File: config.mk
export PLATFORM = sky130hd
export DESIGN_NAME = brd_datapath
export DESIGN_NICKNAME = d
export VERILOG_FILES = /design/src/brd_pkg.sv /design/src/brd_alu.sv /design/src/brd_datapath.sv
export SDC_FILE = /design/constraint.sdc
export NUM_CORES = 1
export LEC_CHECK = 0
export ABC_CLOCK_PERIOD_IN_PS = 4100
export BUFFER_PORTS_ARGS = -buffer_cell sky130_fd_sc_hd__buf_4
export CAP_MARGIN = 40
export CORE_MARGIN = 5
export CORE_UTILIZATION = 47
export CTS_BUF_LIST = sky130_fd_sc_hd__clkbuf_8
export CTS_CLUSTER_SIZE = 30
export DETAILED_ROUTE_END_ITERATION = 7
export GPL_TIMING_DRIVEN = 0
export PLACE_DENSITY = 0.71
export SKIP_LAST_GASP = 1
export SYNTH_ARGS = -nofsm -noshare
export SYNTH_HDL_FRONTEND = slang
export SYNTH_SLANG_ARGS = --single-unit
export TNS_END_PERCENT = 5
File: constraint.sdc
create_clock -name i_sys_clk -period 4.1 [get_ports i_sys_clk]
set_input_delay 0.41 -clock i_sys_clk [delete_from_list [all_inputs] [get_ports i_sys_clk]]
set_output_delay 0.41 -clock i_sys_clk [all_outputs]
set_load 0.005 [all_outputs]
File: src/brd_pkg.sv
/*
 * constants for the byte register operation datapath: opcodes, flag positions,
 * address formation and q-phase numbering.
 * assumes a single 50 mhz clock where one q phase lasts one clock.
 */
`default_nettype none
package brd_pkg;
    // ------------------------------------------------------------------
    // operation select
    // ------------------------------------------------------------------
    typedef enum logic [1:0] {
        rotate_right_no_carry_op,
        set_all_ones_op,
        subtract_with_borrow_op,
        nibble_exchange_op
    } brd_op_e;

    // ------------------------------------------------------------------
    // status bit positions (n, ov, z, dc, c)
    // ------------------------------------------------------------------
    localparam int unsigned FLAG_C   = 0;
    localparam int unsigned FLAG_DC  = 1;
    localparam int unsigned FLAG_Z   = 2;
    localparam int unsigned FLAG_OV  = 3;
    localparam int unsigned FLAG_N   = 4;
    localparam logic [4:0]  STATUS_RST = 5'h00;

    // ------------------------------------------------------------------
    // addressing
    // ------------------------------------------------------------------
    localparam logic [7:0]  INDEXED_LIMIT   = 8'h5f;
    localparam logic [3:0]  ACCESS_LOW_BANK = 4'h0;
    localparam logic [3:0]  ACCESS_HI_BANK  = 4'hf;
    localparam logic [7:0]  ACCESS_SPLIT    = 8'h60;
    localparam logic [7:0]  ALL_ONES        = 8'hff;
    localparam logic [7:0]  W_RST           = 8'h00;
    localparam logic [11:0] ADDR_RST        = 12'h000;
    localparam logic [7:0]  BYTE_RST        = 8'h00;
    localparam logic [4:0]  FLAG_WE_RST     = 5'h00;

    // ------------------------------------------------------------------
    // q phase numbering, one clock per phase
    // ------------------------------------------------------------------
    localparam logic [1:0]  PHASE_Q1 = 2'h0;
    localparam logic [1:0]  PHASE_Q2 = 2'h1;
    localparam logic [1:0]  PHASE_Q3 = 2'h2;
    localparam logic [1:0]  PHASE_Q4 = 2'h3;
endpackage : brd_pkg
`default_nettype wire

File: src/brd_alu.sv
/*
 * combinational byte alu for rotate, set, subtract with borrow and swap.
 * assumes operands are held stable by the caller during q3.
 */
`timescale 1ns/1ns
`default_nettype none
module brd_alu (
    input  wire brd_pkg::brd_op_e i_op,      // operation
    input  wire logic [7:0]       i_f,       // file operand
    input  wire logic [7:0]       i_w,       // working register
    input  wire logic             i_carry,   // carry in (1 = no borrow)
    output logic [7:0]            o_result,  // result byte
    output logic [4:0]            o_flags,   // new flag values
    output logic [4:0]            o_flag_we  // flags this op updates
);
    logic [8:0] diff;
    logic [4:0] low_diff;

    always_comb begin
        diff      = {1'b0, i_f} - {1'b0, i_w} - {8'h00, ~i_carry};
        low_diff  = {1'b0, i_f[3:0]} - {1'b0, i_w[3:0]} - {4'h0, ~i_carry};
        o_result  = i_f;
        o_flags   = brd_pkg::STATUS_RST;
        o_flag_we = 5'h00;
        case (i_op)
            brd_pkg::rotate_right_no_carry_op: begin
                o_result = {i_f[0], i_f[7:1]};
                o_flag_we[brd_pkg::FLAG_N] = 1'b1;
                o_flag_we[brd_pkg::FLAG_Z] = 1'b1;
            end
            brd_pkg::set_all_ones_op: begin
                o_result = brd_pkg::ALL_ONES;
            end
            brd_pkg::subtract_with_borrow_op: begin
                o_result = diff[7:0];
                o_flag_we = 5'h1f;
                o_flags[brd_pkg::FLAG_C]  = ~diff[8];
                o_flags[brd_pkg::FLAG_DC] = ~low_diff[4];
                o_flags[brd_pkg::FLAG_OV] = (i_f[7] != i_w[7]) && (diff[7] != i_f[7]);
            end
            brd_pkg::nibble_exchange_op: begin
                o_result = {i_f[3:0], i_f[7:4]};
            end
            default: begin
                o_result = i_f;
            end
        endcase
        o_flags[brd_pkg::FLAG_N] = o_result[7];
        o_flags[brd_pkg::FLAG_Z] = (o_result == 8'h00);
    end
endmodule : brd_alu
`default_nettype wire

File: src/brd_datapath.sv
/*
 * execution datapath for four byte-oriented file register operations.
 * it owns the working register and the five status flags.
 * one instruction per four clocks (q1..q4); the data memory is outside and
 * answers a read address combinationally within the q2 clock.
 */
// What this block does
// - rotate right without carry: bit 0 into bit 7, updates n and z only
// - destination bit 0 writes working register, 1 writes file register
// - access bit 0 selects access bank, bank select register ignored
// - access bit 1 forms address from bank select register bank
// - extended set, access 0, address up to 95: indexed literal offset
// - subtract with borrow: f minus w minus not carry; n ov c dc z
// - nibble exchange swaps halves of the byte, flags unchanged
`timescale 1ns/1ns
`default_nettype none
module brd_datapath (
    input  wire logic             i_sys_clk,       // 50 mhz clock
    input  wire logic             i_rstn,          // async reset, active low
    input  wire logic             i_start,         // instruction valid, taken in q1
    input  wire brd_pkg::brd_op_e i_op,            // operation
    input  wire logic [7:0]       i_faddr,         // file address field
    input  wire logic             i_dest,          // destination bit
    input  wire logic             i_access,        // access bit
    input  wire logic [3:0]       i_bank_select_reg, // bank select register
    input  wire logic             i_ext_enable,    // extended instruction set
    input  wire logic [11:0]      i_index_base,    // indexed base pointer
    input  wire logic [7:0]       i_mem_rdata,     // data memory read data
    output logic [11:0]           o_mem_addr,      // data memory address
    output logic                  o_mem_rd,        // read strobe (q2)
    output logic                  o_mem_we,        // write strobe (q4)
    output logic [7:0]            o_mem_wdata,     // write data
    output logic [7:0]            o_w,             // working register
    output logic [4:0]            o_status,        // n ov z dc c
    output logic [1:0]            o_phase,         // current q phase
    output logic                  o_busy           // instruction in progress
);
    // ------------------------------------------------------------------
    // instruction cycle sequencing
    // ------------------------------------------------------------------
    // idle rests in q1; run walks q2, q3, q4 and returns
    typedef enum logic [1:0] {ST_IDLE, ST_RUN} brd_state_e;

    brd_state_e       state, next_state;
    logic [1:0]       phase, next_phase;
    brd_pkg::brd_op_e op, next_op;
    logic             dest, next_dest;
    logic [11:0]      addr, next_addr;
    logic [7:0]       operand, next_operand;
    logic [7:0]       result, next_result;
    logic [4:0]       rflags, next_rflags;
    logic [4:0]       rflag_we, next_rflag_we;
    logic [7:0]       w, next_w;
    logic [4:0]       status, next_status;
    logic [7:0]       mem_wdata, next_mem_wdata;

    // ------------------------------------------------------------------
    // combinational helpers
    // ------------------------------------------------------------------
    logic [11:0]      eff_addr;
    logic [7:0]       alu_result;
    logic [4:0]       alu_flags;
    logic [4:0]       alu_we;
    logic [4:0]       merged_status;

    // ------------------------------------------------------------------
    // address formation
    // ------------------------------------------------------------------
    always_comb begin
        if (i_access) begin
            eff_addr = {i_bank_select_reg, i_faddr};
        // indexed mode takes the low 96 addresses before the access bank does
        end else if (i_ext_enable && (i_faddr <= brd_pkg::INDEXED_LIMIT)) begin
            eff_addr = i_index_base + {4'h0, i_faddr};
        // access bank: addresses below 0x60 general ram, 0x60 and up the top bank
        end else if (i_faddr < brd_pkg::ACCESS_SPLIT) begin
            eff_addr = {brd_pkg::ACCESS_LOW_BANK, i_faddr};
        end else begin
            eff_addr = {brd_pkg::ACCESS_HI_BANK, i_faddr};
        end
    end

    // ------------------------------------------------------------------
    // operation unit
    // ------------------------------------------------------------------
    // operands are registers, so the result settles well inside q3
    brd_alu u_alu (
        .i_op      (op),
        .i_f       (operand),
        .i_w       (w),
        .i_carry   (status[brd_pkg::FLAG_C]),
        .o_result  (alu_result),
        .o_flags   (alu_flags),
        .o_flag_we (alu_we)
    );

    // ------------------------------------------------------------------
    // per-flag merge
    // ------------------------------------------------------------------
    // a flag the operation does not own keeps its value
    generate
        for (genvar gi = 0; gi < 5; gi++) begin : g_flag_merge
            assign merged_status[gi] = rflag_we[gi] ? rflags[gi] : status[gi];
        end
    endgenerate

    // ------------------------------------------------------------------
    // next state
    // ------------------------------------------------------------------
    always_comb begin
        next_state     = state;
        next_phase     = phase;
        next_op        = op;
        next_dest      = dest;
        next_addr      = addr;
        next_operand   = operand;
        next_result    = result;
        next_rflags    = rflags;
        next_rflag_we  = rflag_we;
        next_w         = w;
        next_status    = status;
        next_mem_wdata = mem_wdata;
        case (state)
            ST_IDLE: begin
                if (i_start) begin
                    next_state = ST_RUN;
                    next_phase = brd_pkg::PHASE_Q2;
                    next_op    = i_op;
                    // set has no destination bit: it always writes the file
                    next_dest  = (i_op == brd_pkg::set_all_ones_op) ? 1'b1 : i_dest;
                    // address frozen here; later bank changes do not move it
                    next_addr  = eff_addr;
                end
            end
            ST_RUN: begin
                case (phase)
                    brd_pkg::PHASE_Q2: begin
                        // memory answers combinationally; take it at end of q2
                        next_operand = i_mem_rdata;
                        next_phase   = brd_pkg::PHASE_Q3;
                    end
                    brd_pkg::PHASE_Q3: begin
                        // hold result and flags so q4 writes a settled byte
                        next_result    = alu_result;
                        next_rflags    = alu_flags;
                        next_rflag_we  = alu_we;
                        next_mem_wdata = alu_result;
                        next_phase     = brd_pkg::PHASE_Q4;
                    end
                    brd_pkg::PHASE_Q4: begin
                        if (!dest) begin
                            next_w = result;
                        end
                        // w and flags commit together at the end of q4
                        next_status = merged_status;
                        next_state = ST_IDLE;
                        next_phase = brd_pkg::PHASE_Q1;
                    end
                    default: begin
                        next_phase = brd_pkg::PHASE_Q1;
                        next_state = ST_IDLE;
                    end
                endcase
            end
            default: begin
                next_state = ST_IDLE;
                next_phase = brd_pkg::PHASE_Q1;
            end
        endcase
    end

    // ------------------------------------------------------------------
    // state registers
    // ------------------------------------------------------------------
    always_ff @(posedge i_sys_clk or negedge i_rstn) begin
        if (!i_rstn) begin
            state     <= ST_IDLE;
            phase     <= brd_pkg::PHASE_Q1;
            op        <= brd_pkg::rotate_right_no_carry_op;
            dest      <= 1'b0;
            addr      <= brd_pkg::ADDR_RST;
            operand   <= brd_pkg::BYTE_RST;
            result    <= brd_pkg::BYTE_RST;
            rflags    <= brd_pkg::STATUS_RST;
            rflag_we  <= brd_pkg::FLAG_WE_RST;
            w         <= brd_pkg::W_RST;
            status    <= brd_pkg::STATUS_RST;
            mem_wdata <= brd_pkg::BYTE_RST;
        end else begin
            state     <= next_state;
            phase     <= next_phase;
            op        <= next_op;
            dest      <= next_dest;
            addr      <= next_addr;
            operand   <= next_operand;
            result    <= next_result;
            rflags    <= next_rflags;
            rflag_we  <= next_rflag_we;
            w         <= next_w;
            status    <= next_status;
            mem_wdata <= next_mem_wdata;
        end
    end

    // ------------------------------------------------------------------
    // data memory interface
    // ------------------------------------------------------------------
    // strobes decode registered state only; no input reaches them
    assign o_mem_addr  = addr;
    assign o_mem_rd    = (state == ST_RUN) && (phase == brd_pkg::PHASE_Q2);
    assign o_mem_we    = (state == ST_RUN) && (phase == brd_pkg::PHASE_Q4) && dest;
    assign o_mem_wdata = mem_wdata;

    // ------------------------------------------------------------------
    // core state view
    // ------------------------------------------------------------------
    assign o_w         = w;
    assign o_status    = status;
    assign o_phase     = phase;
    assign o_busy      = (state == ST_RUN);
endmodule : brd_datapath
`default_nettype wire

# Yosys cells after proc, flatten, opt, wreduce, memory -nomap -nowiden
# Index checks and enable logic that the tools add are counted.
# word_totals
word_cells	73
latchBits	0
output_inout_bits	38
ramBits	0
memories	0
ff_bits	58
romBits	0
input_bits	40
# classes
magnitude_cmp	2
n_reduce_logical	20
mul	0
n_div	0
bitwise_logic	4
n_shift	0
eq_ne	12
muxes	15
add_sub_neg	5
# ops
operator	n
$mux 12	3
$pmux 8 s4	1
$reduce_and 3->1	6
$add 12x8->12	1
$pmux 2 s2	3
$sub 8x8->9	1
$sub 9x1->9	1
$eq 2x1->1 const B	4
$eq 2x2->1 const B	4
$le 8x7->1 const B	1
$logic_not 8->1	1
$lt 8x7->1 const B	1
$mux 2	4
$reduce_and 2->1	4
$logic_and 1x1->1	5
$sub 4x4->5	1
$sub 5x1->5	1
$logic_not 2->1	2
$mux 1	4
$ne 2x2->1 const B	2
$not 1->1	4
$reduce_or 2->1	2
$ne 1x1->1	2

# Depth between registers and ports, before layout
# logic_depth
ltp_word	5
ltp_mapped	10

# Cells and area by module
# From an unflattened synthesis, not the netlist that was laid out.
# unflattened
hier_cells	344
hier_area_um2	3532.1
# by_module_without_submodules
mod	cells_each	seq_area_each_um2	instances	area_per_inst_um2
brd_datapath	236	1426.4	1	2795.2
brd_alu	108	0.0	1	737.0

# Worst setup path after synthesis
# Ideal clock, no wire load.
# synth_path
kind	register to register
from	register operand[0]
to	register rflags[0]
stages_incl_launch_ff	11
synth_period_minus_slack_ns	2.354
setup_time_ns	0.122
required_ns	3.978
setup_slack_ns	1.746
arrival_time_ns	2.233
cell_sequence	dfrtp_1 inv_1 fa_1 inv_1 fa_1 nand2b_1 a21oi_2 a211oi_1 o21a_1 or3_1 a32o_1
# synth_between
elab_chain_cells	4
# synth_rtl
item	line_no	source
start: declaration	brd_datapath.sv:49	logic [7:0] operand, next_operand;
start signal: assignment	brd_datapath.sv:182	operand <= brd_pkg::BYTE_RST;
start signal: assignment	brd_datapath.sv:195	operand <= next_operand;
$sub 8x8->9	brd_alu.sv:20	diff = {1'b0, i_f} - {1'b0, i_w} - {8'h00, ~i_carry};
$sub 9x1->9	brd_alu.sv:20	
$not 1->1	brd_alu.sv:37	o_flags[brd_pkg::FLAG_C] = ~diff[8];
$mux 2	brd_alu.sv:25	case (i_op)
end signal: assignment	brd_datapath.sv:184	rflags <= brd_pkg::STATUS_RST;
end signal: assignment	brd_datapath.sv:197	rflags <= next_rflags;
end: declaration	brd_datapath.sv:51	logic [4:0] rflags, next_rflags;
# No other way between the ends.
# A chain may end at the register's enable or synchronous reset.

# Final worst setup path
# layout_path
from	register operand[0]
to	register rflags[2]
# layout_between
elab_chain_cells	4
# layout_rtl
item	line_no	source
$sub 8x8->9	brd_alu.sv:20	
$sub 9x1->9	brd_alu.sv:20	
$pmux 8 s4 *	brd_alu.sv:25	
$logic_not 8->1 *	brd_alu.sv:49	o_flags[brd_pkg::FLAG_Z] = (o_result == 8'h00);
# Every way passes the cells marked *; elsewhere a longest branch is shown, timed or not.

==> results.toml <==
[die]
ios = 78
die_x_microns = 93.39
rows = 30
coreArea_sq_um = 6794
dieArea_sq_um = 8721
fp.dieH_microns = 93.39
initial_utilization = 0.4810

[timing]
timing.slew.headroom = 0.5697
period_share = 0.6543
fin_skew_ns = 0.003978
final-max-slew-violation-count = 0
finalHoldViolations = 0
setup_viol = 0
setup_tns_ns = 0
min_period_ns = 2.682
worst_pin_slew_ns = 0.6455
fmax_mhz = 372.8
rsz0062_at_grt = "false"

[synth]
yosysUniqueCellTypes = 47
synth_seq_cells = 53
synthMuxAreaShare = 0.08652
synth_top_family_by_area = "compound AO/OA/AOI/OAI gates"
ys_warn_count = 0
synth_ff_type = "dfrtp_1"
synthArstFlopShare = 1.000
syn_area_per_cell_sq_um = 9.556
seq_area_frac_synth = 0.4058
synth-edff-count = 0
postSynthCellCount = 342
synthAdderAreaFrac = 0.1141
synth_area_sq_um = 3268
synth_nets = 410
yosys.area_share.simple = 0.1413
synth_compound_area_frac = 0.1562
synthXorXnorAreaFrac = 0.04288

[global_routing]
grt_use_met2 = 0.3306
grt.met1_usage = 0.2201
use_met3 = 0.04183
grt-ovfl-total = 0
grt_pass1_wl_microns = 12990
grtUsageTotal = 0.1856
grt_max_degree = 54
grt.busiest_layer = "met2"
grt_pass1_vias = 2786
antenna_found_initial = 0

[power_and_ir_drop]
leakage_nw = 2.017
p_total_mw = 3.175
p_per_area_nw_per_um2 = 774.4
peakVddDrop_v = 0.0003471

[final_layout]
layout-drive-gt1-share = 0.2553
register_area_sq_um = 1326
fill_cells = 616
fin_area_sq_um = 4100
fin_util = 0.6035
diodes = 0
finalNetCount = 494
multi_input_area_sq_um = 1768
syn_to_final_growth_pct = 25.46

[route]
drt-total-wl_microns = 7616
drtIter0Drc = 89
vias_per_cell = 5.161
vias = 2699
dr.pass1.iters = 7
drc = 0
detail-route-antenna-nets = 0
drt-wirelength-per-cell_microns = 14.56

[clock_network]
cts_tree = "built"
ctsHtreeMaxLevel = 2
clock_latency_ns = 0.30
postCtsSetupRepairBufs = 0
path_clk_slew_ns = 0.09
clock_sinks = 53
cts_made_buffers = 5
cts_resized = 0
cts_max_path_buffers = 2
clock-root-buffer = "clkbuf_8"
ctsHoldBuffers = 0

[critical_path]
setup.worst_path.end_class = "register"
crit_chain = "inv_1 -> fa_1 -> inv_1 -> ha_1 -> o21ai_1 -> a211oi_1 -> a31oi_1 -> xor2_1 -> a21oi_1 -> o41ai_2"
cpPeakStageDelay_ns = 0.46
critPathRequiredTime_ns = 4.30
cp.arrival_ns = 2.89
path_class = "register to register"
cp_num_buf_inv = 2
cp_max_fo = 3
startpoint_type = "register"
worst_path_most_repeated_cell = "inv_1"
cpLargestDelayFamily = "compound AO/OA/AOI/OAI gates"
slowest_stage = "fa_1"

[min_path]
hold_path_class = "input pin to async pin"

[placement]
gp_congestion = 0.8524
placed_area_sq_um = 3966
io_buffers = 77
dp_hpwl_microns = 6140

[job]
maxCapViolCount = 0

[run_status]
status = "complete, no violations"
-- registers in the layout, summed over array words and instances, names as in the netlist --
signal       count
o_mem_addr      12
o_status         5
rflags           5
rflag_we         2
state            1
o_w              8
o_mem_wdata      7
operand          8
dest             1
op               2
o_phase          2
-- routing by layer --
layer  wire length, microns  share of wire  up-vias
li1                       -              -     1348
met4                    132          0.017        0
met3                    439          0.058       13
met1                   3252           0.43     1269
met2                   3792           0.50       69
met5                      0              0        -
-- cells by family (layout without fill, tap and decap cells) --
group	after synthesis	after routing
simple gates	94	94
mux	26	26
buf+inv	44	129
compound gates	81	81
fa+ha+maj	28	28
flops	53	53
xor+xnor	16	16
-- report_power, final --
part,switching (mW),internal (mW)
Combinational,0.940,0.881
Clock,0.166,0.242
Sequential,0.188,0.758
Total,1.29,1.88
-- cell type report --
class                           count  share of cell area
Clock buffer                        5             0.01678
Inverter                           30             0.02746
Timing Repair Buffer               77              0.1410
Clock inverter                      3             0.01587
Sequential cell                    53              0.3235
Tap cell                           96             0.02930
Buffer                             14             0.01495
Multi-Input combinational cell    245              0.4312
-- placed cells by master (no fill, tap or decap), types with 2 or more instances in the layout --
cell / n
o41ai_2: 2
nand2b_1: 7
or3_1: 2
a21o_1: 2
nor3_1: 5
xor2_1: 8
mux2_1: 2
and2_1: 2
o21a_1: 5
a22oi_1: 2
o31ai_1: 2
nand3b_1: 4
o21bai_1: 2
clkbuf_8: 5
o21ai_1: 12
nand2_1: 38
ha_1: 25
mux2i_1: 8
fa_1: 3
o22ai_1: 3
bufinv_16: 2
mux2_2: 16
dfrtp_1: 53
buf_4: 79
o21ai_0: 23
clkbuf_1: 11
inv_1: 30
o211ai_1: 3
nand3_1: 7
a211oi_1: 2
nand4_1: 3
nor2b_1: 8
a21oi_1: 12
xnor2_1: 8
a31oi_1: 4
nor2_1: 13
-- Yosys cell counts (all sizes together) (3+ instances only) --
cell,number,share of area
o22ai,3,0.0057
o21a,5,0.011
mux2,18,0.062
inv,30,0.034
nor2,13,0.015
nor3,5,0.0077
a21oi,13,0.021
nand2,38,0.044
fa,3,0.018
buf,3,0.0061
xor2,8,0.021
o211ai,3,0.0069
nand4,3,0.0057
mux2i,8,0.025
clkbuf,11,0.013
xnor2,8,0.021
ha,25,0.096
o21ai,35,0.054
nand3,7,0.011
nand3b,4,0.0092
nor2b,8,0.015
dfrtp,53,0.41
a31oi,4,0.0077
nand2b,7,0.013
-- path summary, 6_finish.rpt --
kind | from | slack [ns] | cells after the start | endpoint
max in group asynchronous | i_rstn | 3.54 | 1 | o_mem_wdata[5]
hold / removal | i_rstn | 0.13 | 1 | o_w[0]
setup reg to reg | operand[0] | 1.42 | 10 | rflags[2]
min in group i_sys_clk | i_start | 0.29 | 2 | o_phase[1]
hold reg to reg | rflags[2] | 0.48 | 2 | rflags[2]
setup / recovery | operand[0] | 1.42 | 10 | rflags[2]
-- through the flow --
stage               std cells  worst slack, ns  hold WS [ns]
floorplan                 342            1.746        0.1144
global placement          515            1.501        0.4659
detailed placement        515            1.452        0.4602
CTS                       523            1.408        0.1561
global route              523            1.266        0.1855
finish                    523            1.418        0.1269
No activity file was read; power rests on OpenSTA's default activity.
